$ cat config.mk
export PLATFORM = sky130hd
export DESIGN_NAME = xcpc_common
export DESIGN_NICKNAME = d
export VERILOG_FILES = /design/src/pkg/xcpc_pkg.sv /design/src/rtl/xcpc_fifo.sv /design/src/rtl/xcpc_common.sv
export SDC_FILE = /design/constraint.sdc
export NUM_CORES = 2
export LEC_CHECK = 0
export BUFFER_PORTS_ARGS = -buffer_cell sky130_fd_sc_hd__buf_2
export CAP_MARGIN = 15
export CORE_AREA = 2 2 353 355
export DETAILED_ROUTE_END_ITERATION = 10
export DIE_AREA = 0 0 355 357
export PLACE_DENSITY = 0.81
export SETUP_SLACK_MARGIN = 0.05
export SLEW_MARGIN = 10
export SYNTH_ARGS = -nofsm -noshare
export SYNTH_HDL_FRONTEND = slang
export SYNTH_SLANG_ARGS = --single-unit
$ cat constraint.sdc
create_clock -name clock_in -period 21 [get_ports clock_in]
set_input_delay 0 -clock clock_in [delete_from_list [all_inputs] [get_ports clock_in]]
set_output_delay 0 -clock clock_in [all_outputs]
set_load 0.005 [all_outputs]
$ cat src/pkg/xcpc_pkg.sv
// constants shared by the transceiver common port layer
package xcpc_pkg;

  localparam int LANES          = 4;
  localparam int DATA_W         = 80;
  localparam int FIFO_DEPTH     = 16;
  localparam int ADDR_W         = 4;

  localparam logic [ADDR_W-1:0] CTRL_OFFS   = 4'h0;
  localparam logic [ADDR_W-1:0] STATUS_OFFS = 4'h4;
  localparam logic [ADDR_W-1:0] RXCNT_OFFS  = 4'h8;

  localparam int CTRL_PMA_DIRECT_BIT = 0;
  localparam int CTRL_TX_EN_BIT      = 1;
  localparam int CTRL_RX_EN_BIT      = 2;
  localparam int CTRL_EXT_PLL_BIT    = 3;
  localparam int CTRL_W              = 4;
  localparam logic [CTRL_W-1:0] CTRL_RESET = 4'h0;

  localparam int STAT_PLL_LOCK_BIT = 0;
  localparam int STAT_TXA_POS      = 4;
  localparam int STAT_TXD_POS      = 8;
  localparam int STAT_RXA_POS      = 12;
  localparam int STAT_RXD_POS      = 16;
  localparam int STAT_LEVEL_POS    = 20;

  localparam int CLK_PERIOD_NS   = 10;
  localparam int RST_HOLD_NS     = 100;
  localparam int RST_HOLD_CYC    = (RST_HOLD_NS + CLK_PERIOD_NS - 1) / CLK_PERIOD_NS;
  localparam int CNT_W           = 4;
  localparam int PLL_LOCK_EDGES  = 8;
  localparam int BIT_CNT_W       = 7;
  localparam int WORD_HALF       = DATA_W / 2;

endpackage

$ cat src/rtl/xcpc_fifo.sv
// word fifo with a registered read stage
`timescale 1ns/10ps
`default_nettype none
module xcpc_fifo #(
  parameter int WIDTH = 80,
  parameter int DEPTH = 16
) (
  input  wire logic             clock_in,
  input  wire logic             rst_b_in,
  input  wire logic             in_valid_in,
  output logic                  in_ready_out,
  input  wire logic [WIDTH-1:0] in_data_in,
  output logic                  out_valid_out,
  input  wire logic             out_ready_in,
  output logic [WIDTH-1:0]      out_data_out,
  output logic [$clog2(DEPTH):0] level_out
);

  localparam int PW = $clog2(DEPTH);

  logic [WIDTH-1:0] mem_q [DEPTH];
  logic [PW-1:0]    wptr_q;
  logic [PW-1:0]    rptr_q;
  logic [PW:0]      count_q;
  logic             push;
  logic             pop;

  assign in_ready_out = (count_q != DEPTH[PW:0]);
  assign push         = in_valid_in && in_ready_out;
  // move a word into the output stage when it is empty or being drained
  assign pop          = (count_q != '0) && (!out_valid_out || out_ready_in);
  assign level_out    = count_q;

  always_ff @(posedge clock_in) begin
    if (push) begin
      mem_q[wptr_q] <= in_data_in;
    end
  end

  always_ff @(posedge clock_in) begin
    if (!rst_b_in) begin
      wptr_q  <= '0;
      rptr_q  <= '0;
      count_q <= '0;
    end else begin
      if (push) begin
        wptr_q <= wptr_q + 1'b1;
      end
      if (pop) begin
        rptr_q <= rptr_q + 1'b1;
      end
      if (push && !pop) begin
        count_q <= count_q + 1'b1;
      end else if (pop && !push) begin
        count_q <= count_q - 1'b1;
      end
    end
  end

  always_ff @(posedge clock_in) begin
    if (!rst_b_in) begin
      out_valid_out <= 1'b0;
      out_data_out  <= '0;
    end else if (pop) begin
      out_valid_out <= 1'b1;
      out_data_out  <= mem_q[rptr_q];
    end else if (out_ready_in) begin
      out_valid_out <= 1'b0;
    end
  end

endmodule
`default_nettype wire

$ cat src/rtl/xcpc_common.sv
// transceiver common port layer: resets, parallel clocks and pma-direct data
//
// Notes on behaviour
// - pll power-down rising edge resets tx pll
// - tx analog reset resets pma, clocking, serializer
// - lane 0 tx analog reset covers all lanes
// - tx digital reset clears lane tx datapath
// - rx analog reset clears cdr and deserializer
// - rx digital reset clears lane rx datapath
// - 80-bit tx words used only in pma-direct
// - 80-bit rx words delivered from deserializer
// - tx parallel clock only in pma-direct mode
// - each lane outputs its recovered rx clock
// - all ports exist even for disabled blocks
//
// Design decisions made here: the register offsets and strobed register access.
`timescale 1ns/10ps
`default_nettype none
module xcpc_common
  import xcpc_pkg::*;
(
  input  wire logic              clock_in,
  input  wire logic              rst_b_in,
  // register port
  input  wire logic [ADDR_W-1:0] reg_addr_in,
  input  wire logic [31:0]       reg_wdata_in,
  input  wire logic              reg_write_in,
  input  wire logic              reg_read_in,
  output logic [31:0]            reg_rdata_out,
  // resets from fabric
  input  wire logic              pll_powerdown_in,
  input  wire logic [LANES-1:0]  tx_analog_reset_in,
  input  wire logic [LANES-1:0]  tx_digital_reset_in,
  input  wire logic [LANES-1:0]  rx_analog_reset_in,
  input  wire logic [LANES-1:0]  rx_digital_reset_in,
  // clocks
  input  wire logic              tx_pll_refclk_in,
  input  wire logic [LANES-1:0]  rx_cdr_refclk_in,
  input  wire logic              ext_pll_clk_in,
  output logic                   tx_pma_clkout_out,
  output logic [LANES-1:0]       rx_pma_clkout_out,
  output logic                   pll_locked_out,
  // pma-direct parallel data
  input  wire logic              tx_valid_in,
  output logic                   tx_ready_out,
  input  wire logic [DATA_W-1:0] tx_pma_parallel_data_in,
  output logic [DATA_W-1:0]      rx_pma_parallel_data_out,
  output logic                   rx_valid_out,
  // serial line
  output logic                   tx_serial_out,
  input  wire logic              rx_serial_in
);

  // ----------------------------------------------------------------
  // pin synchronisers
  // ----------------------------------------------------------------
  localparam int PIN_W = 4 + 5 * LANES;

  logic [PIN_W-1:0] pin_raw;
  logic [PIN_W-1:0] meta_q;
  logic [PIN_W-1:0] sync_q;
  logic [PIN_W-1:0] prev_q;

  assign pin_raw = {rx_cdr_refclk_in, rx_digital_reset_in, rx_analog_reset_in,
                    tx_digital_reset_in, tx_analog_reset_in, ext_pll_clk_in,
                    tx_pll_refclk_in, rx_serial_in, pll_powerdown_in};

  always_ff @(posedge clock_in) begin
    if (!rst_b_in) begin
      meta_q <= '0;
      sync_q <= '0;
      prev_q <= '0;
    end else begin
      meta_q <= pin_raw;
      sync_q <= meta_q;
      prev_q <= sync_q;
    end
  end

  function automatic logic [LANES-1:0] rise(input logic [LANES-1:0] now,
                                            input logic [LANES-1:0] was);
    rise = now & ~was;
  endfunction

  logic             pd_rise;
  logic             rx_bit;
  logic             ref_rise;
  logic             ext_rise;
  logic [LANES-1:0] txa_rise;
  logic [LANES-1:0] txd_rise;
  logic [LANES-1:0] rxa_rise;
  logic [LANES-1:0] rxd_rise;
  logic [LANES-1:0] cdr_rise;

  assign pd_rise  = sync_q[0] & ~prev_q[0];
  assign rx_bit   = sync_q[1];
  assign ref_rise = sync_q[2] & ~prev_q[2];
  assign ext_rise = sync_q[3] & ~prev_q[3];
  assign txa_rise = rise(sync_q[4+:LANES], prev_q[4+:LANES]);
  assign txd_rise = rise(sync_q[4+LANES+:LANES], prev_q[4+LANES+:LANES]);
  assign rxa_rise = rise(sync_q[4+2*LANES+:LANES], prev_q[4+2*LANES+:LANES]);
  assign rxd_rise = rise(sync_q[4+3*LANES+:LANES], prev_q[4+3*LANES+:LANES]);
  assign cdr_rise = rise(sync_q[4+4*LANES+:LANES], prev_q[4+4*LANES+:LANES]);

  // ----------------------------------------------------------------
  // control register
  // ----------------------------------------------------------------
  logic [CTRL_W-1:0] ctrl_q;
  logic              pma_direct;
  logic              tx_en;
  logic              rx_en;
  logic              use_ext_pll;

  // every port stays present; blocks are switched by the control bits
  always_ff @(posedge clock_in) begin
    if (!rst_b_in) begin
      ctrl_q <= CTRL_RESET;
    end else if (reg_write_in && reg_addr_in == CTRL_OFFS) begin
      ctrl_q <= reg_wdata_in[CTRL_W-1:0];
    end
  end

  assign pma_direct  = ctrl_q[CTRL_PMA_DIRECT_BIT];
  assign tx_en       = ctrl_q[CTRL_TX_EN_BIT];
  assign rx_en       = ctrl_q[CTRL_RX_EN_BIT];
  assign use_ext_pll = ctrl_q[CTRL_EXT_PLL_BIT];

  // ----------------------------------------------------------------
  // edge-triggered reset hold counters
  // ----------------------------------------------------------------
  localparam logic [CNT_W-1:0] HOLD = CNT_W'(RST_HOLD_CYC);
  localparam logic [CNT_W-1:0] LOCK = CNT_W'(PLL_LOCK_EDGES);

  logic [CNT_W-1:0]            pll_hold_q;
  logic [CNT_W-1:0]            lock_cnt_q;
  logic [LANES-1:0][CNT_W-1:0] txa_cnt_q;
  logic [LANES-1:0][CNT_W-1:0] txd_cnt_q;
  logic [LANES-1:0][CNT_W-1:0] rxa_cnt_q;
  logic [LANES-1:0][CNT_W-1:0] rxd_cnt_q;
  logic [LANES-1:0]            txa_rst;
  logic [LANES-1:0]            txd_rst;
  logic [LANES-1:0]            rxa_rst;
  logic [LANES-1:0]            rxd_rst;

  function automatic logic [CNT_W-1:0] hold_next(input logic trig,
                                                 input logic [CNT_W-1:0] cnt);
    if (trig) begin
      hold_next = HOLD;
    end else if (cnt != '0) begin
      hold_next = cnt - 1'b1;
    end else begin
      hold_next = cnt;
    end
  endfunction

  // pll is reset on a power-down edge and relocks after reference edges
  always_ff @(posedge clock_in) begin
    if (!rst_b_in) begin
      pll_hold_q <= '0;
      lock_cnt_q <= '0;
    end else begin
      pll_hold_q <= hold_next(pd_rise, pll_hold_q);
      if (pd_rise || pll_hold_q != '0) begin
        lock_cnt_q <= '0;
      end else if (ref_rise && lock_cnt_q != LOCK) begin
        lock_cnt_q <= lock_cnt_q + 1'b1;
      end
    end
  end

  assign pll_locked_out = (lock_cnt_q == LOCK);

  always_ff @(posedge clock_in) begin
    if (!rst_b_in) begin
      txa_cnt_q <= '0;
      txd_cnt_q <= '0;
      rxa_cnt_q <= '0;
      rxd_cnt_q <= '0;
    end else begin
      for (int i = 0; i < LANES; i++) begin
        txa_cnt_q[i] <= hold_next(txa_rise[0], txa_cnt_q[i]);
        txd_cnt_q[i] <= hold_next(txd_rise[i], txd_cnt_q[i]);
        rxa_cnt_q[i] <= hold_next(rxa_rise[i], rxa_cnt_q[i]);
        rxd_cnt_q[i] <= hold_next(rxd_rise[i], rxd_cnt_q[i]);
      end
    end
  end

  always_comb begin
    for (int i = 0; i < LANES; i++) begin
      txa_rst[i] = (txa_cnt_q[i] != '0);
      txd_rst[i] = (txd_cnt_q[i] != '0);
      rxa_rst[i] = (rxa_cnt_q[i] != '0);
      rxd_rst[i] = (rxd_cnt_q[i] != '0);
    end
  end

  // ----------------------------------------------------------------
  // transmit fifo and serializer (lane 0 carries the data)
  // ----------------------------------------------------------------
  logic                  fifo_valid;
  logic                  fifo_ready;
  logic [DATA_W-1:0]     fifo_data;
  logic [$clog2(FIFO_DEPTH):0] fifo_level;
  logic                  tx_in_valid;
  logic                  tx_run;
  logic                  bit_tick;
  logic [DATA_W-1:0]     tx_shift_q;
  logic [BIT_CNT_W-1:0]  tx_bits_q;
  logic                  tx_clk_q;
  logic                  tx_in_fifo_ready;

  // words on the direct input are ignored outside pma-direct mode
  assign tx_in_valid  = tx_valid_in && pma_direct && tx_en;
  assign tx_ready_out = tx_in_fifo_ready && pma_direct && tx_en;
  assign tx_run       = pma_direct && tx_en && pll_locked_out && !txa_rst[0] && !txd_rst[0];
  assign bit_tick     = use_ext_pll ? ext_rise : 1'b1;
  assign fifo_ready   = tx_run && bit_tick && tx_bits_q == '0;

  // lane 0 tx digital reset also flushes the fifo

  xcpc_fifo #(
    .WIDTH (DATA_W),
    .DEPTH (FIFO_DEPTH)
  ) u_tx_fifo (
    .clock_in      (clock_in),
    .rst_b_in      (rst_b_in && !txd_rst[0]),
    .in_valid_in   (tx_in_valid),
    .in_ready_out  (tx_in_fifo_ready),
    .in_data_in    (tx_pma_parallel_data_in),
    .out_valid_out (fifo_valid),
    .out_ready_in  (fifo_ready),
    .out_data_out  (fifo_data),
    .level_out     (fifo_level)
  );

  always_ff @(posedge clock_in) begin
    if (!rst_b_in || txa_rst[0] || txd_rst[0]) begin
      tx_shift_q <= '0;
      tx_bits_q  <= '0;
    end else if (tx_run && bit_tick) begin
      if (tx_bits_q == '0) begin
        if (fifo_valid) begin
          tx_shift_q <= fifo_data;
          tx_bits_q  <= BIT_CNT_W'(DATA_W - 1);
        end
      end else begin
        tx_shift_q <= {1'b0, tx_shift_q[DATA_W-1:1]};
        tx_bits_q  <= tx_bits_q - 1'b1;
      end
    end
  end

  assign tx_serial_out = tx_shift_q[0];

  // tx parallel clock toggles twice per word, held low outside pma-direct
  always_ff @(posedge clock_in) begin
    if (!rst_b_in || !pma_direct || txa_rst[0]) begin
      tx_clk_q <= 1'b0;
    end else if (tx_run && bit_tick &&
                 (tx_bits_q == '0 || tx_bits_q == BIT_CNT_W'(WORD_HALF))) begin
      tx_clk_q <= ~tx_clk_q;
    end
  end

  assign tx_pma_clkout_out = tx_clk_q;

  // ----------------------------------------------------------------
  // deserializer and recovered clocks
  // ----------------------------------------------------------------
  logic [DATA_W-1:0]    rx_shift_q;
  logic [BIT_CNT_W-1:0] rx_bits_q;
  logic [DATA_W-1:0]    rx_word_q;
  logic                 rx_valid_q;
  logic [15:0]          rx_count_q;
  logic [LANES-1:0]     rx_clk_q;
  logic                 rx_run;

  assign rx_run = rx_en && !rxa_rst[0] && !rxd_rst[0];

  always_ff @(posedge clock_in) begin
    if (!rst_b_in || rxa_rst[0] || rxd_rst[0]) begin
      rx_shift_q <= '0;
      rx_bits_q  <= '0;
      rx_valid_q <= 1'b0;
    end else begin
      rx_valid_q <= 1'b0;
      if (rx_run) begin
        rx_shift_q <= {rx_bit, rx_shift_q[DATA_W-1:1]};
        if (rx_bits_q == BIT_CNT_W'(DATA_W - 1)) begin
          rx_bits_q  <= '0;
          rx_valid_q <= pma_direct;
        end else begin
          rx_bits_q <= rx_bits_q + 1'b1;
        end
      end
    end
  end

  always_ff @(posedge clock_in) begin
    if (!rst_b_in || rxd_rst[0]) begin
      rx_word_q  <= '0;
      rx_count_q <= '0;
    end else if (rx_run && pma_direct && rx_bits_q == BIT_CNT_W'(DATA_W - 1)) begin
      rx_word_q  <= {rx_bit, rx_shift_q[DATA_W-1:1]};
      rx_count_q <= rx_count_q + 1'b1;
    end
  end

  assign rx_pma_parallel_data_out = rx_word_q;
  assign rx_valid_out             = rx_valid_q;

  // each lane's recovered clock follows its cdr reference while rx is enabled and the lane is out of rx analog reset
  always_ff @(posedge clock_in) begin
    if (!rst_b_in) begin
      rx_clk_q <= '0;
    end else begin
      for (int i = 0; i < LANES; i++) begin
        if (rxa_rst[i] || !rx_en) begin
          rx_clk_q[i] <= 1'b0;
        end else if (cdr_rise[i]) begin
          rx_clk_q[i] <= ~rx_clk_q[i];
        end
      end
    end
  end

  assign rx_pma_clkout_out = rx_clk_q;

  // ----------------------------------------------------------------
  // register read port
  // ----------------------------------------------------------------
  logic [31:0] status;

  always_comb begin
    status = '0;
    status[STAT_PLL_LOCK_BIT]        = pll_locked_out;
    status[STAT_TXA_POS+:LANES]      = txa_rst;
    status[STAT_TXD_POS+:LANES]      = txd_rst;
    status[STAT_RXA_POS+:LANES]      = rxa_rst;
    status[STAT_RXD_POS+:LANES]      = rxd_rst;
    status[STAT_LEVEL_POS+:$clog2(FIFO_DEPTH)+1] = fifo_level;
  end

  always_ff @(posedge clock_in) begin
    if (!rst_b_in) begin
      reg_rdata_out <= '0;
    end else if (reg_read_in) begin
      if (reg_addr_in == CTRL_OFFS) begin
        reg_rdata_out <= {{(32-CTRL_W){1'b0}}, ctrl_q};
      end else if (reg_addr_in == STATUS_OFFS) begin
        reg_rdata_out <= status;
      end else if (reg_addr_in == RXCNT_OFFS) begin
        reg_rdata_out <= {16'h0000, rx_count_q};
      end else begin
        reg_rdata_out <= '0;
      end
    end else begin
      reg_rdata_out <= '0;
    end
  end

endmodule
`default_nettype wire

==> out/results.txt <==
status: finished clean
wire length per cell: 24.9 microns
GRT Resource Usage Total: 25.1%
initial antenna violation count: 17
post-route insts no fill: 6422
Final Util: 63.1%
post-detailed-route count of antenna-violating nets: 0
Hold Fails Final Rpt: 0
CP max stage delay: 0.89 ns
fmax: 0.210 GHz
cell row count: 129
peak supply drop: 0.155 mV
Crit Path Category: reg -> reg
Final Max Tran Viols: 0
final cycle utilization of the critical path: 22.7%
Worst Hold Class: in -> reg
TritonRoute pass-1 iters: 6
final setup TNS: 0 ns
DR iter-0 viols: 4652
clk_skew: 0.0370 ns
# IOs: 266
first-pass GRT wire length: 241000 microns
Worst-Margin Slew: 1.25 ns
worst skew pair latency: 0.82 ns
P&R area growth vs syn: 15.7%
leakage power: 0.0250 uW
Power Dens Cells: 107 nW/um^2
Remaining DRCs: 0
initial core utilization: 54.5%
Setup-failing EPs final: 0
Longest Clk Path Bufs: 3
depth of the CTS H-tree: 4
Root Buffer: clkbuf_16
Seq/Total Area, Yosys: 73.2%
data required time of the worst path: 21.68 ns
Final nets: 4796
Yosys reg bits: 1812
# fillers: 8053
layout cells sized above 1: 19.2%
Reg clk slew, reported paths: 0.06 ns
die area: 127000 sq um
CTS tree: done
Core ar.: 123000 sq um
pin count of the biggest net entering global routing: 100
synth unique cells: 51
area of the multi-input gates: 17100 sq um
CP Capture Type: flop
critical path, cell by cell: inv_1 -> ha_1 -> or3b_2 -> a2111oi_0 -> o211a_4 -> buf_4 -> nand2_4 -> buf_4 -> o22ai_1
critical path peak fanout: 62
Die Span Y: 357 microns
Worst path slowest cell: buf_4
Placed Instances: 5921
input/output buffers: 227
Yosys warnings: 0
Max-cap violations: 0
Synth Instances: 4245
clk sinks: 1812
FFs w/ async S/R, synth: 0%
vias per cell: 6.19
DP HPWL: 76000 microns
post-layout min period: 4.77 ns
worst path buffer plus inverter count: 3
gpl congestion: 0.799
die width: 355 microns
CTS Buf Count: 174
Main synth FF type: edfxtp_1
EDFF count, synth: 1280
crit path launch type: flop
most frequent CP cell: buf_4
vias: 39800
critical path data arrival time: 5.45 ns
vias in the first global route: 40200
synthesized area: 67100 sq um
Worst slew margin: 16.6%
Reg area: 49100 sq um
crit-path leading delay family: buffers and inverters
grt ovf: 0
unrepaired setup endpoints after global routing: no
Syn Area/Cell: 15.8 sq um
total wire length: 160000 microns
## cell usage after synthesis (30+ instances only)
cell | number | area, sq um
nand2b_1 | 30 | 188
dfxtp_1 | 532 | 10700
nor2_1 | 256 | 961
a21oi_1 | 243 | 1220
and2_1 | 70 | 438
o21ai_0 | 43 | 215
nand2_1 | 636 | 2390
a311oi_1 | 80 | 701
mux4_2 | 320 | 7210
o22ai_1 | 80 | 500
edfxtp_1 | 1280 | 38400
nor3_1 | 48 | 240
buf_1 | 44 | 165
a22o_1 | 160 | 1400
clkbuf_1 | 195 | 732
## layout by cell type (no fill, tap or decap), types with 13 or more instances in the layout
cell type	count
a22o_1	160
inv_1	19
a311oi_1	80
clkinv_2	28
nor2_1	239
buf_2	227
nand2b_1	30
o21ai_0	43
xor2_1	14
nand2_1	631
a21oi_1	243
clkbuf_8	21
xnor2_1	17
dlygate4sd3_1	175
clkbuf_1	52
or3_1	17
edfxtp_1	1280
mux4_2	320
clkbuf_16	177
clkinv_1	14
bufinv_16	13
o22ai_1	80
nor2_4	17
dfxtp_1	530
and2_1	69
nand3_1	15
nand4_1	13
buf_4	68
nor3_1	44
ha_1	14
## kinds of logic after synthesis
| family | after synthesis | synth area share [%] |
|---|---|---|
| muxes | 326 | 10.8 |
| adders and majority gates | 15 | 0.291 |
| DFF | 1812 | 73.2 |
| xor gates and xnor gates | 31 | 0.405 |
| AOI/OAI and AO/OA | 642 | 6.42 |
| buffers and inverters | 282 | 1.65 |
| other | 1 | 0.00559 |
| and+or+nand+nor | 1136 | 7.23 |
## area by class of cell
cell class	count	share of cell area, %
diodes	2	0.00645
clock inverters	73	1.14
well taps	1637	2.64
flip-flops and latches	1812	63.3
clock buffers	250	6.33
multi-input cells	2157	22.1
inverters	19	0.0919
repair buffers	472	4.44
## state kept, by name (all words and copies together), names as in the netlist, 16 cells and up
register and count:
meta_q 21, reg_rdata_out 25, u_tx_fifo.out_data_out 80, rx_shift_q 79, tx_shift_q 80, rx_pma_parallel_data_out 80
prev_q 20, rx_count_q 16, txa_cnt_q 16, txd_cnt_q 16, rxa_cnt_q 16, u_tx_fifo.mem_q 1280
rxd_cnt_q 16, sync_q 21
## final timing paths
path	from	endpoint	slack, ns	depth (start not counted)
setup / recovery	tx_bits_q[0]	u_tx_fifo.out_data_out[44]	16.23	9
hold / removal	tx_pma_parallel_data_in[31]	u_tx_fifo.mem_q[13][31]	0.12	2
setup reg to reg	tx_bits_q[0]	u_tx_fifo.out_data_out[44]	16.23	9
hold reg to reg	sync_q[13]	prev_q[13]	0.44	1
## through the flow
step | total power [uW] | worst slack, ns | hold slack (ns) | instance area [sq um]
final | 8290 | 16.23 | 0.120 | 77600
after global routing | 8560 | 15.71 | 0.108 | 77600
after CTS | 8330 | 16.08 | 0.0529 | 77600
after detailed placement | 5170 | 16.11 | 0.209 | 70000
after global placement | 5140 | 16.15 | 0.212 | 70000
after floorplan | 4890 | 13.35 | 0.0989 | 67100
## worst register-to-register path: stages, from the launching register on
cell and delay [ns]:
dfxtp_1 0.34, inv_1 0.07, ha_1 0.17, or3b_2 0.51
a2111oi_0 0.66, o211a_4 0.55, buf_4 0.92, nand2_4 0.49
buf_4 0.58, o22ai_1 0.37
## report_power, final
| part | leakage [uW] | total, uW | internal, uW | switching [uW] |
|---|---|---|---|---|
| Clock | 0.00283 | 3150 | 1800 | 1350 |
| Combinational | 0.00635 | 1180 | 543 | 636 |
| Sequential | 0.0158 | 3960 | 3890 | 77.9 |
## layer usage
layer,part of all wire [%],vias up,global-route usage (%)
li1,-,17000,-
met1,37,19900,32.3
met2,50,2377,41.9
met3,9.7,473,5.66
met4,3.5,26,9.87
met5,0.10,-,0
## timing repair
item / in CTS / in global routing
gates resized for setup: 0 / 0
hold buffers: 175 / 0
hold endpoints to repair: 1428 / 0
buffers inserted: 0 / 0
No activity file was read; power rests on OpenSTA's default activity.
